**src/inc/icf_pkg.sv**
```systemverilog
/*
  Constants for the interrupt control and request flag register block:
  register byte offsets, field positions, implemented-bit masks, reset
  values.
  Assumes a 32-bit Avalon-MM slave port with 16-bit registers placed in
  the low half of each aligned word.
*/
package icf_pkg;

  // ------------------------------------------------------------------
  // Register byte offsets
  // ------------------------------------------------------------------
  localparam int          ADDR_W           = 6;
  localparam logic [5:0]  OFF_CORE_PRIO    = 6'h00;
  localparam logic [5:0]  OFF_ALU_STATUS   = 6'h04;
  localparam logic [5:0]  OFF_CTRL_ONE     = 6'h08;
  localparam logic [5:0]  OFF_CTRL_TWO     = 6'h0C;
  localparam logic [5:0]  OFF_FLAGS_BASE   = 6'h10;
  localparam logic [5:0]  OFF_ENABLE_BASE  = 6'h1C;
  localparam logic [5:0]  OFF_SRC_PRIO     = 6'h28;
  localparam logic [5:0]  OFF_IRQ_STATUS   = 6'h2C;
  localparam logic [5:0]  OFF_IRQ_MASK     = 6'h30;
  localparam logic [5:0]  WORD_STRIDE      = 6'h04;
  localparam int          NUM_WORDS        = 3;

  // ------------------------------------------------------------------
  // Field positions
  // ------------------------------------------------------------------
  localparam int          POS_LEVEL_EXT    = 3;
  localparam int          POS_RESERVED_ONE = 2;
  localparam int          POS_STATUS_PRIO  = 5;
  localparam int          POS_NEST_DIS     = 15;
  localparam int          POS_ARITH_TRAP   = 4;
  localparam int          POS_ADDR_TRAP    = 3;
  localparam int          POS_STACK_TRAP   = 2;
  localparam int          POS_OSC_TRAP     = 1;
  localparam int          POS_ALT_TABLE    = 15;
  localparam int          POS_DISABLE_INSN = 14;
  localparam int          POS_EXT0_FLAG    = 0;
  localparam int          POS_EXT1_FLAG    = 4;
  localparam int          POS_EXT2_FLAG    = 13;
  localparam int          POS_IRQ_REQ      = 0;
  localparam int          POS_IRQ_TRAP     = 1;
  localparam int          POS_IRQ_EDGE     = 2;
  localparam int          SRC_PRIO_STRIDE  = 4;

  // ------------------------------------------------------------------
  // Implemented-bit masks and reset values
  // ------------------------------------------------------------------
  localparam logic [15:0] MASK_CTRL_ONE    = 16'h801E;
  localparam logic [15:0] MASK_CTRL_TWO_WR = 16'h801F;
  localparam logic [15:0] MASK_FLAGS0      = 16'h3FEF;
  localparam logic [15:0] MASK_FLAGS1      = 16'hFEDF;
  localparam logic [15:0] MASK_FLAGS2      = 16'h3FE3;
  localparam logic [15:0] MASK_SRC_PRIO    = 16'h0777;
  localparam logic [2:0]  MASK_IRQ         = 3'h7;
  localparam logic [15:0] RESET_REG16      = 16'h0000;
  localparam logic [2:0]  STATUS_PRIO_MAX  = 3'h7;
  localparam logic [2:0]  RESET_IRQ        = 3'h0;
  localparam int          NUM_EXT          = 5;

endpackage

```
**src/icf_regs.sv**
```systemverilog
/*
  Interrupt control and request flag registers: CPU priority level with
  its extension bit, nesting disable, trap flags, vector table select,
  external edge polarity, three request flag words with enables and a
  per-word source priority, CPU request generation and a maskable
  summary interrupt.
  Assumes all inputs synchronous to mclk and an Avalon-MM master that
  holds its request until waitrequest is sampled low.
*/
// Local design decisions: the Avalon-MM slave port and the placing of the registers.

// Behaviour
// CPU priority is four bits: extension bit on top, status bits below.
// With nesting disabled, software writes to status priority bits are ignored.
// Extension bit: set/cleared by hardware, software may only clear it.
// Core register bit 2 reads 1; every other unused bit reads 0.
// Nesting disable is read/write at control one bit 15, resets 0.
// Trap flags at control one bits 4..1, hardware set, software R/W.
// Control two bit 15 selects the alternate vector table, resets 0.
// Control two bits 4..0 pick negative (1) or positive (0) edges.
// Request flags are set by their source, software R/W, reset 0.
// Flag word 0 holds its sources at bits 13..0, bit 4 unused.
// Flag word 1 holds its sources at bits 15..0, bits 8 and 5 unused.
// Flag word 2 holds sources at bits 13..5 and 1..0.
// Unimplemented bits ignore writes and read zero.
// Status priority of 7 blocks every user interrupt.
// Sources set flags; only software clears them.
// CPU request needs flag, enable and source priority above CPU level.
module icf_regs
  import icf_pkg::*;
(
  input  wire logic                   mclk,             // System clock
  input  wire logic                   rst_n,            // Async reset
  input  wire logic [icf_pkg::ADDR_W-1:0] avsAddress,   // Byte address
  input  wire logic                   avsRead,          // Read request
  input  wire logic                   avsWrite,         // Write request
  input  wire logic [31:0]            avsWriteData,     // Write data
  input  wire logic [3:0]             avsByteEnable,    // Byte lanes
  output logic      [31:0]            avsReadData,      // Read data
  output logic                        avsWaitRequest,   // Stall
  input  wire logic [15:0]            srcReq0,          // Word 0 sources
  input  wire logic [15:0]            srcReq1,          // Word 1 sources
  input  wire logic [15:0]            srcReq2,          // Word 2 sources
  input  wire logic [icf_pkg::NUM_EXT-1:0] extPin,      // External pins
  input  wire logic                   trapArith,        // Overflow trap
  input  wire logic                   trapAddr,         // Address trap
  input  wire logic                   trapStack,        // Stack trap
  input  wire logic                   trapOsc,          // Osc fail trap
  input  wire logic                   cpuPrioLoad,      // Core sets level
  input  wire logic [3:0]             cpuPrioValue,     // New level
  input  wire logic                   disableInsnActive, // Disable insn
  output logic      [3:0]             cpuPriority,      // Current level
  output logic                        nestingDisable,   // Nesting off
  output logic                        altTableSelect,   // Alt vectors
  output logic      [icf_pkg::NUM_EXT-1:0] extEdgeEvent, // Edge pulses
  output logic                        cpuRequest,       // Request to CPU
  output logic                        irqOut            // Summary irq
);

  // ------------------------------------------------------------------
  // Helpers
  // ------------------------------------------------------------------
  function automatic logic [15:0] laneMask(input logic [3:0] be);
    laneMask = {{8{be[1]}}, {8{be[0]}}};
  endfunction

  function automatic logic [15:0] mergeWrite(input logic [15:0] old,
                                             input logic [15:0] data,
                                             input logic [15:0] lanes,
                                             input logic [15:0] impl);
    logic [15:0] m;
    m          = lanes & impl;
    mergeWrite = ((old & ~m) | (data & m)) & impl;
  endfunction

  localparam logic [15:0] FLAG_IMPL [NUM_WORDS] =
    '{MASK_FLAGS0, MASK_FLAGS1, MASK_FLAGS2};

  logic              waitFf;
  logic [31:0]       readDataFf;

  logic              takeWrite;
  logic              takeRead;

  logic [15:0]       wrLanes;
  logic [15:0]       wrData;

  logic [31:0]       readMux;

  logic [2:0]        statusPrioFf;
  logic              levelExtFf;
  logic [15:0]       ctrlOneFf;
  logic [15:0]       ctrlTwoFf;

  logic [15:0]       srcPrioFf;
  logic [2:0]        irqStatusFf;
  logic [2:0]        irqMaskFf;

  logic              irqFf;
  logic              cpuReqFf;

  logic [NUM_EXT-1:0] extPrevFf;
  logic [NUM_EXT-1:0] extEdgeFf;
  logic [NUM_EXT-1:0] edgeNow;

  logic [15:0]       flagFf    [NUM_WORDS];
  logic [15:0]       enableFf  [NUM_WORDS];

  logic [15:0]       flagSet   [NUM_WORDS];
  logic [NUM_WORDS-1:0] wordPending;
  logic [NUM_WORDS-1:0] wordNewSet;

  logic [15:0]       trapSet;

  assign takeWrite = avsWrite && !waitFf;
  assign takeRead  = avsRead && !waitFf;

  assign wrLanes   = laneMask(avsByteEnable);
  assign wrData    = avsWriteData[15:0];

  assign avsWaitRequest = waitFf;
  assign avsReadData    = readDataFf;
  assign cpuPriority    = {levelExtFf, statusPrioFf};
  assign nestingDisable = ctrlOneFf[POS_NEST_DIS];

  assign altTableSelect = ctrlTwoFf[POS_ALT_TABLE];

  assign extEdgeEvent   = extEdgeFf;
  assign cpuRequest     = cpuReqFf;
  assign irqOut         = irqFf;

  // ------------------------------------------------------------------
  // Avalon slave handshake: one wait cycle, then the answer
  // ------------------------------------------------------------------
  always_ff @(posedge mclk or negedge rst_n) begin
    if (!rst_n) begin
      waitFf <= 1'b1;
    end else if ((avsRead || avsWrite) && waitFf) begin
      waitFf <= 1'b0;
    end else begin
      waitFf <= 1'b1;
    end
  end

  always_comb begin
    readMux = 32'h0000_0000;
    case (avsAddress)
      OFF_CORE_PRIO: begin
        readMux[POS_LEVEL_EXT]    = levelExtFf;
        readMux[POS_RESERVED_ONE] = 1'b1;
      end
      OFF_ALU_STATUS: begin
        readMux[POS_STATUS_PRIO +: 3] = statusPrioFf;
      end
      OFF_CTRL_ONE: begin
        readMux[15:0] = ctrlOneFf & MASK_CTRL_ONE;
      end
      OFF_CTRL_TWO: begin
        readMux[15:0] = ctrlTwoFf & MASK_CTRL_TWO_WR;
        readMux[POS_DISABLE_INSN] = disableInsnActive;
      end

      OFF_SRC_PRIO: begin
        readMux[15:0] = srcPrioFf;
      end

      OFF_IRQ_STATUS: begin
        readMux[2:0] = irqStatusFf;
      end
      OFF_IRQ_MASK: begin
        readMux[2:0] = irqMaskFf;
      end

      default: begin
        for (int w = 0; w < NUM_WORDS; w++) begin
          if (avsAddress == OFF_FLAGS_BASE + ADDR_W'(w) * WORD_STRIDE) begin
            readMux[15:0] = flagFf[w];
          end
          if (avsAddress == OFF_ENABLE_BASE + ADDR_W'(w) * WORD_STRIDE) begin
            readMux[15:0] = enableFf[w];
          end
        end
      end
    endcase
  end

  always_ff @(posedge mclk or negedge rst_n) begin
    if (!rst_n) begin
      readDataFf <= 32'h0000_0000;
    end else if (avsRead && waitFf) begin
      readDataFf <= readMux;
    end
  end

  // ------------------------------------------------------------------
  // CPU priority level
  // ------------------------------------------------------------------
  always_ff @(posedge mclk or negedge rst_n) begin
    if (!rst_n) begin
      statusPrioFf <= 3'h0;
    end else if (cpuPrioLoad) begin
      statusPrioFf <= cpuPrioValue[2:0];
    end else if (takeWrite && avsAddress == OFF_ALU_STATUS &&
                 avsByteEnable[0] && !ctrlOneFf[POS_NEST_DIS]) begin
      statusPrioFf <= wrData[POS_STATUS_PRIO +: 3];
    end
  end

  always_ff @(posedge mclk or negedge rst_n) begin
    if (!rst_n) begin
      levelExtFf <= 1'b0;
    end else if (cpuPrioLoad) begin
      levelExtFf <= cpuPrioValue[3];
    end else if (takeWrite && avsAddress == OFF_CORE_PRIO &&
                 avsByteEnable[0] && !wrData[POS_LEVEL_EXT]) begin
      levelExtFf <= 1'b0;
    end
  end

  // ------------------------------------------------------------------
  // Control registers
  // ------------------------------------------------------------------
  always_comb begin
    trapSet                 = 16'h0000;
    trapSet[POS_ARITH_TRAP] = trapArith;
    trapSet[POS_ADDR_TRAP]  = trapAddr;
    trapSet[POS_STACK_TRAP] = trapStack;
    trapSet[POS_OSC_TRAP]   = trapOsc;
  end

  always_ff @(posedge mclk or negedge rst_n) begin
    if (!rst_n) begin
      ctrlOneFf <= RESET_REG16;
    end else if (takeWrite && avsAddress == OFF_CTRL_ONE) begin
      ctrlOneFf <= mergeWrite(ctrlOneFf, wrData, wrLanes,
                              MASK_CTRL_ONE) | trapSet;
    end else begin
      ctrlOneFf <= ctrlOneFf | trapSet;
    end
  end

  always_ff @(posedge mclk or negedge rst_n) begin
    if (!rst_n) begin
      ctrlTwoFf <= RESET_REG16;
    end else if (takeWrite && avsAddress == OFF_CTRL_TWO) begin
      ctrlTwoFf <= mergeWrite(ctrlTwoFf, wrData, wrLanes,
                              MASK_CTRL_TWO_WR);
    end
  end

  always_ff @(posedge mclk or negedge rst_n) begin
    if (!rst_n) begin
      srcPrioFf <= RESET_REG16;
    end else if (takeWrite && avsAddress == OFF_SRC_PRIO) begin
      srcPrioFf <= mergeWrite(srcPrioFf, wrData, wrLanes, MASK_SRC_PRIO);
    end
  end

  // ------------------------------------------------------------------
  // External edge detection
  // ------------------------------------------------------------------
  assign edgeNow = (ctrlTwoFf[NUM_EXT-1:0] & extPrevFf & ~extPin) |
                   (~ctrlTwoFf[NUM_EXT-1:0] & ~extPrevFf & extPin);

  always_ff @(posedge mclk or negedge rst_n) begin
    if (!rst_n) begin
      extPrevFf <= '0;
      extEdgeFf <= '0;
    end else begin
      extPrevFf <= extPin;
      extEdgeFf <= edgeNow;
    end
  end

  // ------------------------------------------------------------------
  // Request flag words, enables and pending detection
  // ------------------------------------------------------------------
  always_comb begin
    flagSet[0] = srcReq0;
    flagSet[1] = srcReq1;
    flagSet[2] = srcReq2;
    flagSet[0][POS_EXT0_FLAG] = srcReq0[POS_EXT0_FLAG] | edgeNow[0];
    flagSet[1][POS_EXT1_FLAG] = srcReq1[POS_EXT1_FLAG] | edgeNow[1];
    flagSet[1][POS_EXT2_FLAG] = srcReq1[POS_EXT2_FLAG] | edgeNow[2];
  end

  generate
    for (genvar w = 0; w < NUM_WORDS; w++) begin : g_word
      localparam logic [5:0] FLAG_OFF =
        OFF_FLAGS_BASE + 6'(w * 4);
      localparam logic [5:0] EN_OFF =
        OFF_ENABLE_BASE + 6'(w * 4);
      logic [15:0] setMasked;
      logic [2:0]  wordPrio;

      assign setMasked = flagSet[w] & FLAG_IMPL[w];
      assign wordPrio  = srcPrioFf[w * SRC_PRIO_STRIDE +: 3];

      assign wordNewSet[w] = |(setMasked & ~flagFf[w]);
      assign wordPending[w] = |(flagFf[w] & enableFf[w]) &&
                              ({1'b0, wordPrio} > cpuPriority);

      always_ff @(posedge mclk or negedge rst_n) begin
        if (!rst_n) begin
          flagFf[w] <= RESET_REG16;
        end else if (takeWrite && avsAddress == FLAG_OFF) begin
          flagFf[w] <= mergeWrite(flagFf[w], wrData, wrLanes,
                                  FLAG_IMPL[w]) | setMasked;
        end else begin
          flagFf[w] <= flagFf[w] | setMasked;
        end
      end

      always_ff @(posedge mclk or negedge rst_n) begin
        if (!rst_n) begin
          enableFf[w] <= RESET_REG16;
        end else if (takeWrite && avsAddress == EN_OFF) begin
          enableFf[w] <= mergeWrite(enableFf[w], wrData, wrLanes,
                                    FLAG_IMPL[w]);
        end
      end
    end
  endgenerate

  always_ff @(posedge mclk or negedge rst_n) begin
    if (!rst_n) begin
      cpuReqFf <= 1'b0;
    end else begin
      cpuReqFf <= (|wordPending) &&
                  (statusPrioFf != STATUS_PRIO_MAX);
    end
  end

  // ------------------------------------------------------------------
  // Summary interrupt: sticky status, read-to-clear, mask
  // ------------------------------------------------------------------

  logic [2:0] irqEvent;

  always_comb begin
    irqEvent               = 3'h0;
    irqEvent[POS_IRQ_REQ]  = |wordNewSet;
    irqEvent[POS_IRQ_TRAP] = |trapSet;
    irqEvent[POS_IRQ_EDGE] = |edgeNow;
  end

  always_ff @(posedge mclk or negedge rst_n) begin
    if (!rst_n) begin
      irqStatusFf <= RESET_IRQ;
    end else if (takeRead && avsAddress == OFF_IRQ_STATUS) begin
      irqStatusFf <= irqEvent;
    end else begin
      irqStatusFf <= irqStatusFf | irqEvent;
    end
  end

  always_ff @(posedge mclk or negedge rst_n) begin
    if (!rst_n) begin
      irqMaskFf <= RESET_IRQ;
    end else if (takeWrite && avsAddress == OFF_IRQ_MASK &&
                 avsByteEnable[0]) begin
      irqMaskFf <= wrData[2:0] & MASK_IRQ;
    end
  end

  always_ff @(posedge mclk or negedge rst_n) begin
    if (!rst_n) begin
      irqFf <= 1'b0;
    end else begin
      irqFf <= |(irqStatusFf & irqMaskFf);
    end
  end

endmodule

```
**config.mk**
```make
export PLATFORM = sky130hd
export DESIGN_NAME = icf_regs
export DESIGN_NICKNAME = d
export VERILOG_FILES = /design/src/inc/icf_pkg.sv /design/src/icf_regs.sv
export SDC_FILE = /design/constraint.sdc
export NUM_CORES = 1
export LEC_CHECK = 0
export BUFFER_PORTS_ARGS = -buffer_cell sky130_fd_sc_hd__buf_2
export CORE_UTILIZATION = 40
export DETAILED_ROUTE_END_ITERATION = 16
export PLACE_DENSITY = 0.74
export SLEW_MARGIN = 10
export SYNTH_ARGS = -nofsm -noshare
export SYNTH_HDL_FRONTEND = slang
export SYNTH_SLANG_ARGS = --single-unit
```
**constraint.sdc**
```tcl
create_clock -name mclk -period 1.7 [get_ports mclk]
set_input_delay 0.085 -clock mclk [delete_from_list [all_inputs] [get_ports mclk]]
set_output_delay 0.085 -clock mclk [all_outputs]
set_load 0.02 [all_outputs]
```
-- Word-level counts from Yosys, hierarchy flattened
Cells that the tools add are included.
- order comparisons: 3
- eq/ne operators: 13
- muxes and demuxes: 22
- bitwise operators: 60
- reductions and logical operators: 45
- operator list (cell ; count):
    16-bit 2-to-1 mux ; 10
    16-bit AND ; 9
    16-bit NOT ; 6
    16-bit OR ; 6
    14-bit AND ; 6
    14-bit OR ; 6
    16-bit OR reduction ; 3
    48-bit OR reduction ; 1
    14-bit by 16-bit AND with 16-bit output ; 2
    16-bit by 14-bit AND with 16-bit output ; 2
    16-bit by 14-bit OR with 16-bit output ; 2
    16-bit by 5-bit OR with 16-bit output ; 2
    8-bit case mux with 4 select lines ; 1
    6-bit equality test, second input constant ; 5
    14-bit NOT ; 2
    1-bit logical AND ; 26
    6-bit by 5-bit equality test with 1-bit output, second input constant ; 4
    11-bit AND ; 2
    5-bit AND ; 4
    5-bit NOT ; 3
    6-bit by 4-bit equality test with 1-bit output, second input constant ; 2
    3-bit by 4-bit greater-than comparator with 1-bit output ; 3
    2-bit case mux with 6 select lines ; 1
    4-bit OR reduction ; 3
    20 further kinds ; 32
- register bits: 156
- input bits: 109

-- Depth between registers and ports, before layout
- word-level depth: 9
- gate-level depth with buffers: 7

-- Worst setup path after synthesis
Ideal clock, no wire load.
- path kind: register to register
- from: reg waitFf (netlist: avsWaitRequest)
- to: reg flagFf[41] (netlist bit)
- setup time: 0.124 ns
- arrival time: 1.680 ns
- required time: 1.576 ns
- setup slack: -0.104 ns
- stages on the path, launching flop included: 8
- cells stage by stage: dfstp_2 > nor2b_1 > and2_1 > clkbuf_1 > nand3_1 > clkbuf_1 > nor2_1 > a211o_1
- longest elaborated chain between the ends: 4
- RTL lines (item ; line ; RTL):
    from (decl) ; icf_regs.sv:79 ; logic waitFf;
    from (signal assigned) ; icf_regs.sv:137 ; waitFf <= 1'b1;
    from (signal assigned) ; icf_regs.sv:139 ; waitFf <= 1'b0;
    from (signal assigned) ; icf_regs.sv:141 ; waitFf <= 1'b1;
    1-bit zero test ; icf_regs.sv:115 ; assign takeWrite = avsWrite && !waitFf;
    1-bit logical AND ; icf_regs.sv:115 ;
    1-bit logical AND ; icf_regs.sv:306 ; end else if (takeWrite && avsAddress == FLAG_OFF) begin
    16-bit 2-to-1 mux ; icf_regs.sv:306 ;
    to (signal, indexed assignment) ; icf_regs.sv:307 ; flagFf[w] <= mergeWrite(flagFf[w], wrData, wrLanes,
    to (signal, indexed assignment) ; icf_regs.sv:310 ; flagFf[w] <= flagFf[w] | setMasked;
    to (decl) ; icf_regs.sv:106 ; logic [15:0] flagFf [NUM_WORDS];
Every way passes these cells.
A chain may end at the register's enable or synchronous reset.

-- Worst setup path after layout
- from: in srcReq0[8]
- to: reg irqStatusFf[0]
- longest elaborated chain between the ends: 4
- RTL lines (item ; line ; RTL):
    from (decl) ; icf_regs.sv:41 ; input wire logic [15:0] srcReq0,
    14-bit by 16-bit AND with 16-bit output (*) ; icf_regs.sv:299 ; assign wordNewSet[w] = |(setMasked & ~flagFf[w]);
    48-bit OR reduction (*) ; icf_regs.sv:342 ; irqEvent[POS_IRQ_REQ] = |wordNewSet;
    3-bit OR ; icf_regs.sv:353 ; irqStatusFf <= irqStatusFf | irqEvent;
    3-bit 2-to-1 mux (*) ; icf_regs.sv:350 ; end else if (takeRead && avsAddress == OFF_IRQ_STATUS) begin
    to (signal assigned) ; icf_regs.sv:351 ; irqStatusFf <= irqEvent;
    to (signal assigned) ; icf_regs.sv:353 ;
    to (decl) ; icf_regs.sv:96 ; logic [2:0] irqStatusFf;
Mark *: on every way between the ends. The rest lies on a longest branch, timed or not.

==> qor.yml <==
final_layout:
  utilization: 0.577
  final_cell_area_sq_mm: 0.00998
  syn_to_final_growth_pct: 40.9
  drive_gt1_frac: 0.366
  nNetsFinal: 1076
  fillers: 1450
  seqCellArea_sq_mm: 0.00338
  multiInputGateArea_sq_mm: 0.00347
  num_antenna_cells: 0
  fin_cells: 1195
routing:
  wl_per_cell_um: 20.5
  firstDrtPassIters: 5
  route.vias.total: 6804
  viasPerCell: 5.69
  drc: 0
  routed_wl_mm: 24.5
  drtIter0Drc: 722
  detail-route-antenna-nets: 0
die:
  die_h_um: 135
  io_pins: 155
  coreArea_sq_mm: 0.0173
  num_rows: 48
  dieArea_sq_mm: 0.0183
  die_w_um: 135
  initial_core_util: 0.410
sta:
  drv_slew: 0
  rsz0062_at_grt: "yes"
  finalWorstSetupSlack_ns: -0.0289
  period_share: 1.02
  slew_headroom: 0.595
  hold_ws_ns: 0.00653
  finalSetupViolCount: 1
  finalSetupTns_ns: -0.0289
  fin_crit_ns: 1.73
  clock_skew_ns: 0.00740
  worst_pin_slew_ns: 0.601
  timing_hold_violations_final: 0
  fmax_mhz: 578
setup_path:
  end_kind: "flip-flop"
  setup.worst_path.start_class: "input port"
  worstPathRequired_ns: 1.99
  critPathMaxFanout: 2
  crit_type: "input port to flip-flop"
  cp.arrival_ns: 2.02
yosys:
  synth_top_area_cell: "dfrtp_1"
  syn_avg_cell_area_sq_um: 10.5
  synth.distinct_cells: 65
  yosysMostFrequentCell: "dfrtp_1"
  synth_seq_cells: 135
  synth_top_area_share: 0.473
  synth_cells: 672
  synth_flop_cell: "dfrtp_1"
  syn_area_sq_mm: 0.00709
  synth-warning-count: 0
  ys_async_sr_fraction: 1.00
  synthTopCellsByCount: "134 x dfrtp_1, 60 x mux2_2, 60 x nand2_1"
  synth_area_leaders: "dfrtp_1 47%, mux2_2 9.5%, nor2b_1 4.1%, a211o_1 3.8%, nand2_1 3.2%"
  yosysSeqAreaShare: 0.477
  synth_edf_count: 0
clock_network:
  clockBufferDepth: 2
  cts_made_buffers: 17
  path_clk_slew_ns: 0.05
  htreeDepth: 4
  clkLatencyLatePin_ns: 0.44
  cts-root-buf: "clkbuf_16"
  cts_sinks: 135
  cts_tree: "built"
grt:
  grt_max_degree: 45
  overflow: 0
  antenna_found_initial: 0
  grt_pass1_vias: 6896
  track_usage: 0.283
  grt_pass1_wl_mm: 37.9
place:
  dpl-instance-area_sq_mm: 0.00869
  place_congestion: 0.907
  placed_cells: 1099
  portBuffers: 110
  place_hpwl_mm: 18.0
  dpl_worst_slack_ns: -0.155
hold_path:
  hold_class: "input port to flip-flop"
status:
  status: "finished, violations left"
  violations: "negative setup slack"
power:
  ir_drop_v: 0.000712
  power_mw: 8.48
  p_leak_nw: 4.60
  power.density_mw_per_mm2: 849
flow_run:
  drv_cap: 0
-- state kept, by name (all words and copies together) (netlist names) --
name and count:
enableFf 38, flagFf 38, avsReadData 16, srcPrioFf 9, ctrlTwoFf 6, ctrlOneFf 5, extEdgeEvent 5, extPrevFf 5
irqMaskFf 3, irqStatusFf 3, statusPrioFf 3, avsWaitRequest 1, cpuRequest 1, irqOut 1, levelExtFf 1
-- worst max-delay path: stages --
cell,delay (ns)
dlygate4sd3_1,0.53
buf_2,0.13
nor2b_1,0.13
a2111oi_2,0.35
buf_4,0.19
nand4_1,0.10
nor4_2,0.35
o2111ai_1,0.16
-- logic make-up (layout without fill, tap and decap cells) --
family          after synthesis  after routing  share of synthesized area
compound gates              173            173                      0.189
fa+ha+maj                     9              9                     0.0159
buf+inv                      78            361                     0.0524
flops                       135            135                      0.477
mux                          70             70                      0.111
other cells                   1             16                   0.000529
simple gates                206            206                      0.154
-- where the power goes --
part           total [mW]  internal (mW)  switching [mW]
Combinational        1.35          0.600           0.748
Clock                3.62           2.20            1.42
Sequential           3.51           3.38           0.132
-- layer usage --
layer | vias up | part of all wire | track usage
met5 | - | 0 | 0
met2 | 373 | 0.48 | 0.458
li1 | 3029 | - | -
met3 | 72 | 0.081 | 0.0664
met4 | 0 | 0.037 | 0.140
met1 | 3330 | 0.40 | 0.355
-- worst paths after layout --
kind / start / to / slack [ns] / depth (start not counted)
max: srcReq0[8] / irqStatusFf[0] / -0.03 / 8
min: avsWriteData[8] / flagFf[8] / 0.007 / 2
max reg2reg: avsWaitRequest / irqStatusFf[0] / -0.02 / 6
min reg2reg: avsReadData[8] / avsReadData[8] / 0.48 / 2
max in group asynchronous: rst_n / avsReadData[10] / 0.93 / 3
min in group asynchronous: rst_n / ctrlTwoFf[0] / 0.12 / 2
-- cell usage in the layout, fill, tap and decap left out, types with 9 or more instances in the layout --
cell / synthesis / final
a21oi_1: 13 / 13
o21ai_0: 21 / 19
conb_1: 1 / 16
buf_4: 18 / 115
mux2i_1: 9 / 9
buf_2: 9 / 109
mux2_2: 60 / 60
nor2_1: 41 / 38
a22oi_1: 17 / 17
clkbuf_16: 0 / 17
o211ai_1: 9 / 9
dfrtp_1: 134 / 133
dlygate4sd3_1: 0 / 65
a222oi_1: 9 / 9
nor2b_1: 46 / 45
a221oi_1: 10 / 10
inv_1: 36 / 35
a211o_1: 31 / 31
nand2_1: 60 / 56
a22o_1: 13 / 13
-- final cells by class --
cell class              count  area share
clock buffers              20      0.0458
multi-input cells         474       0.348
well taps                 225      0.0282
clock inverters            11      0.0108
repair buffers            294       0.215
flip-flops and latches    135       0.339
inverters                  36      0.0135
-- timing repair --
action                                  4_1_cts  5_1_grt
resized for setup                            13       13
pin swaps                                     1        0
endpoints found under the setup margin       46       24
hold buffers                                 65        0
setup buffers                                 0        0
hold endpoints to repair                    199        0
Note: power is estimated with default switching activity, not from simulation.
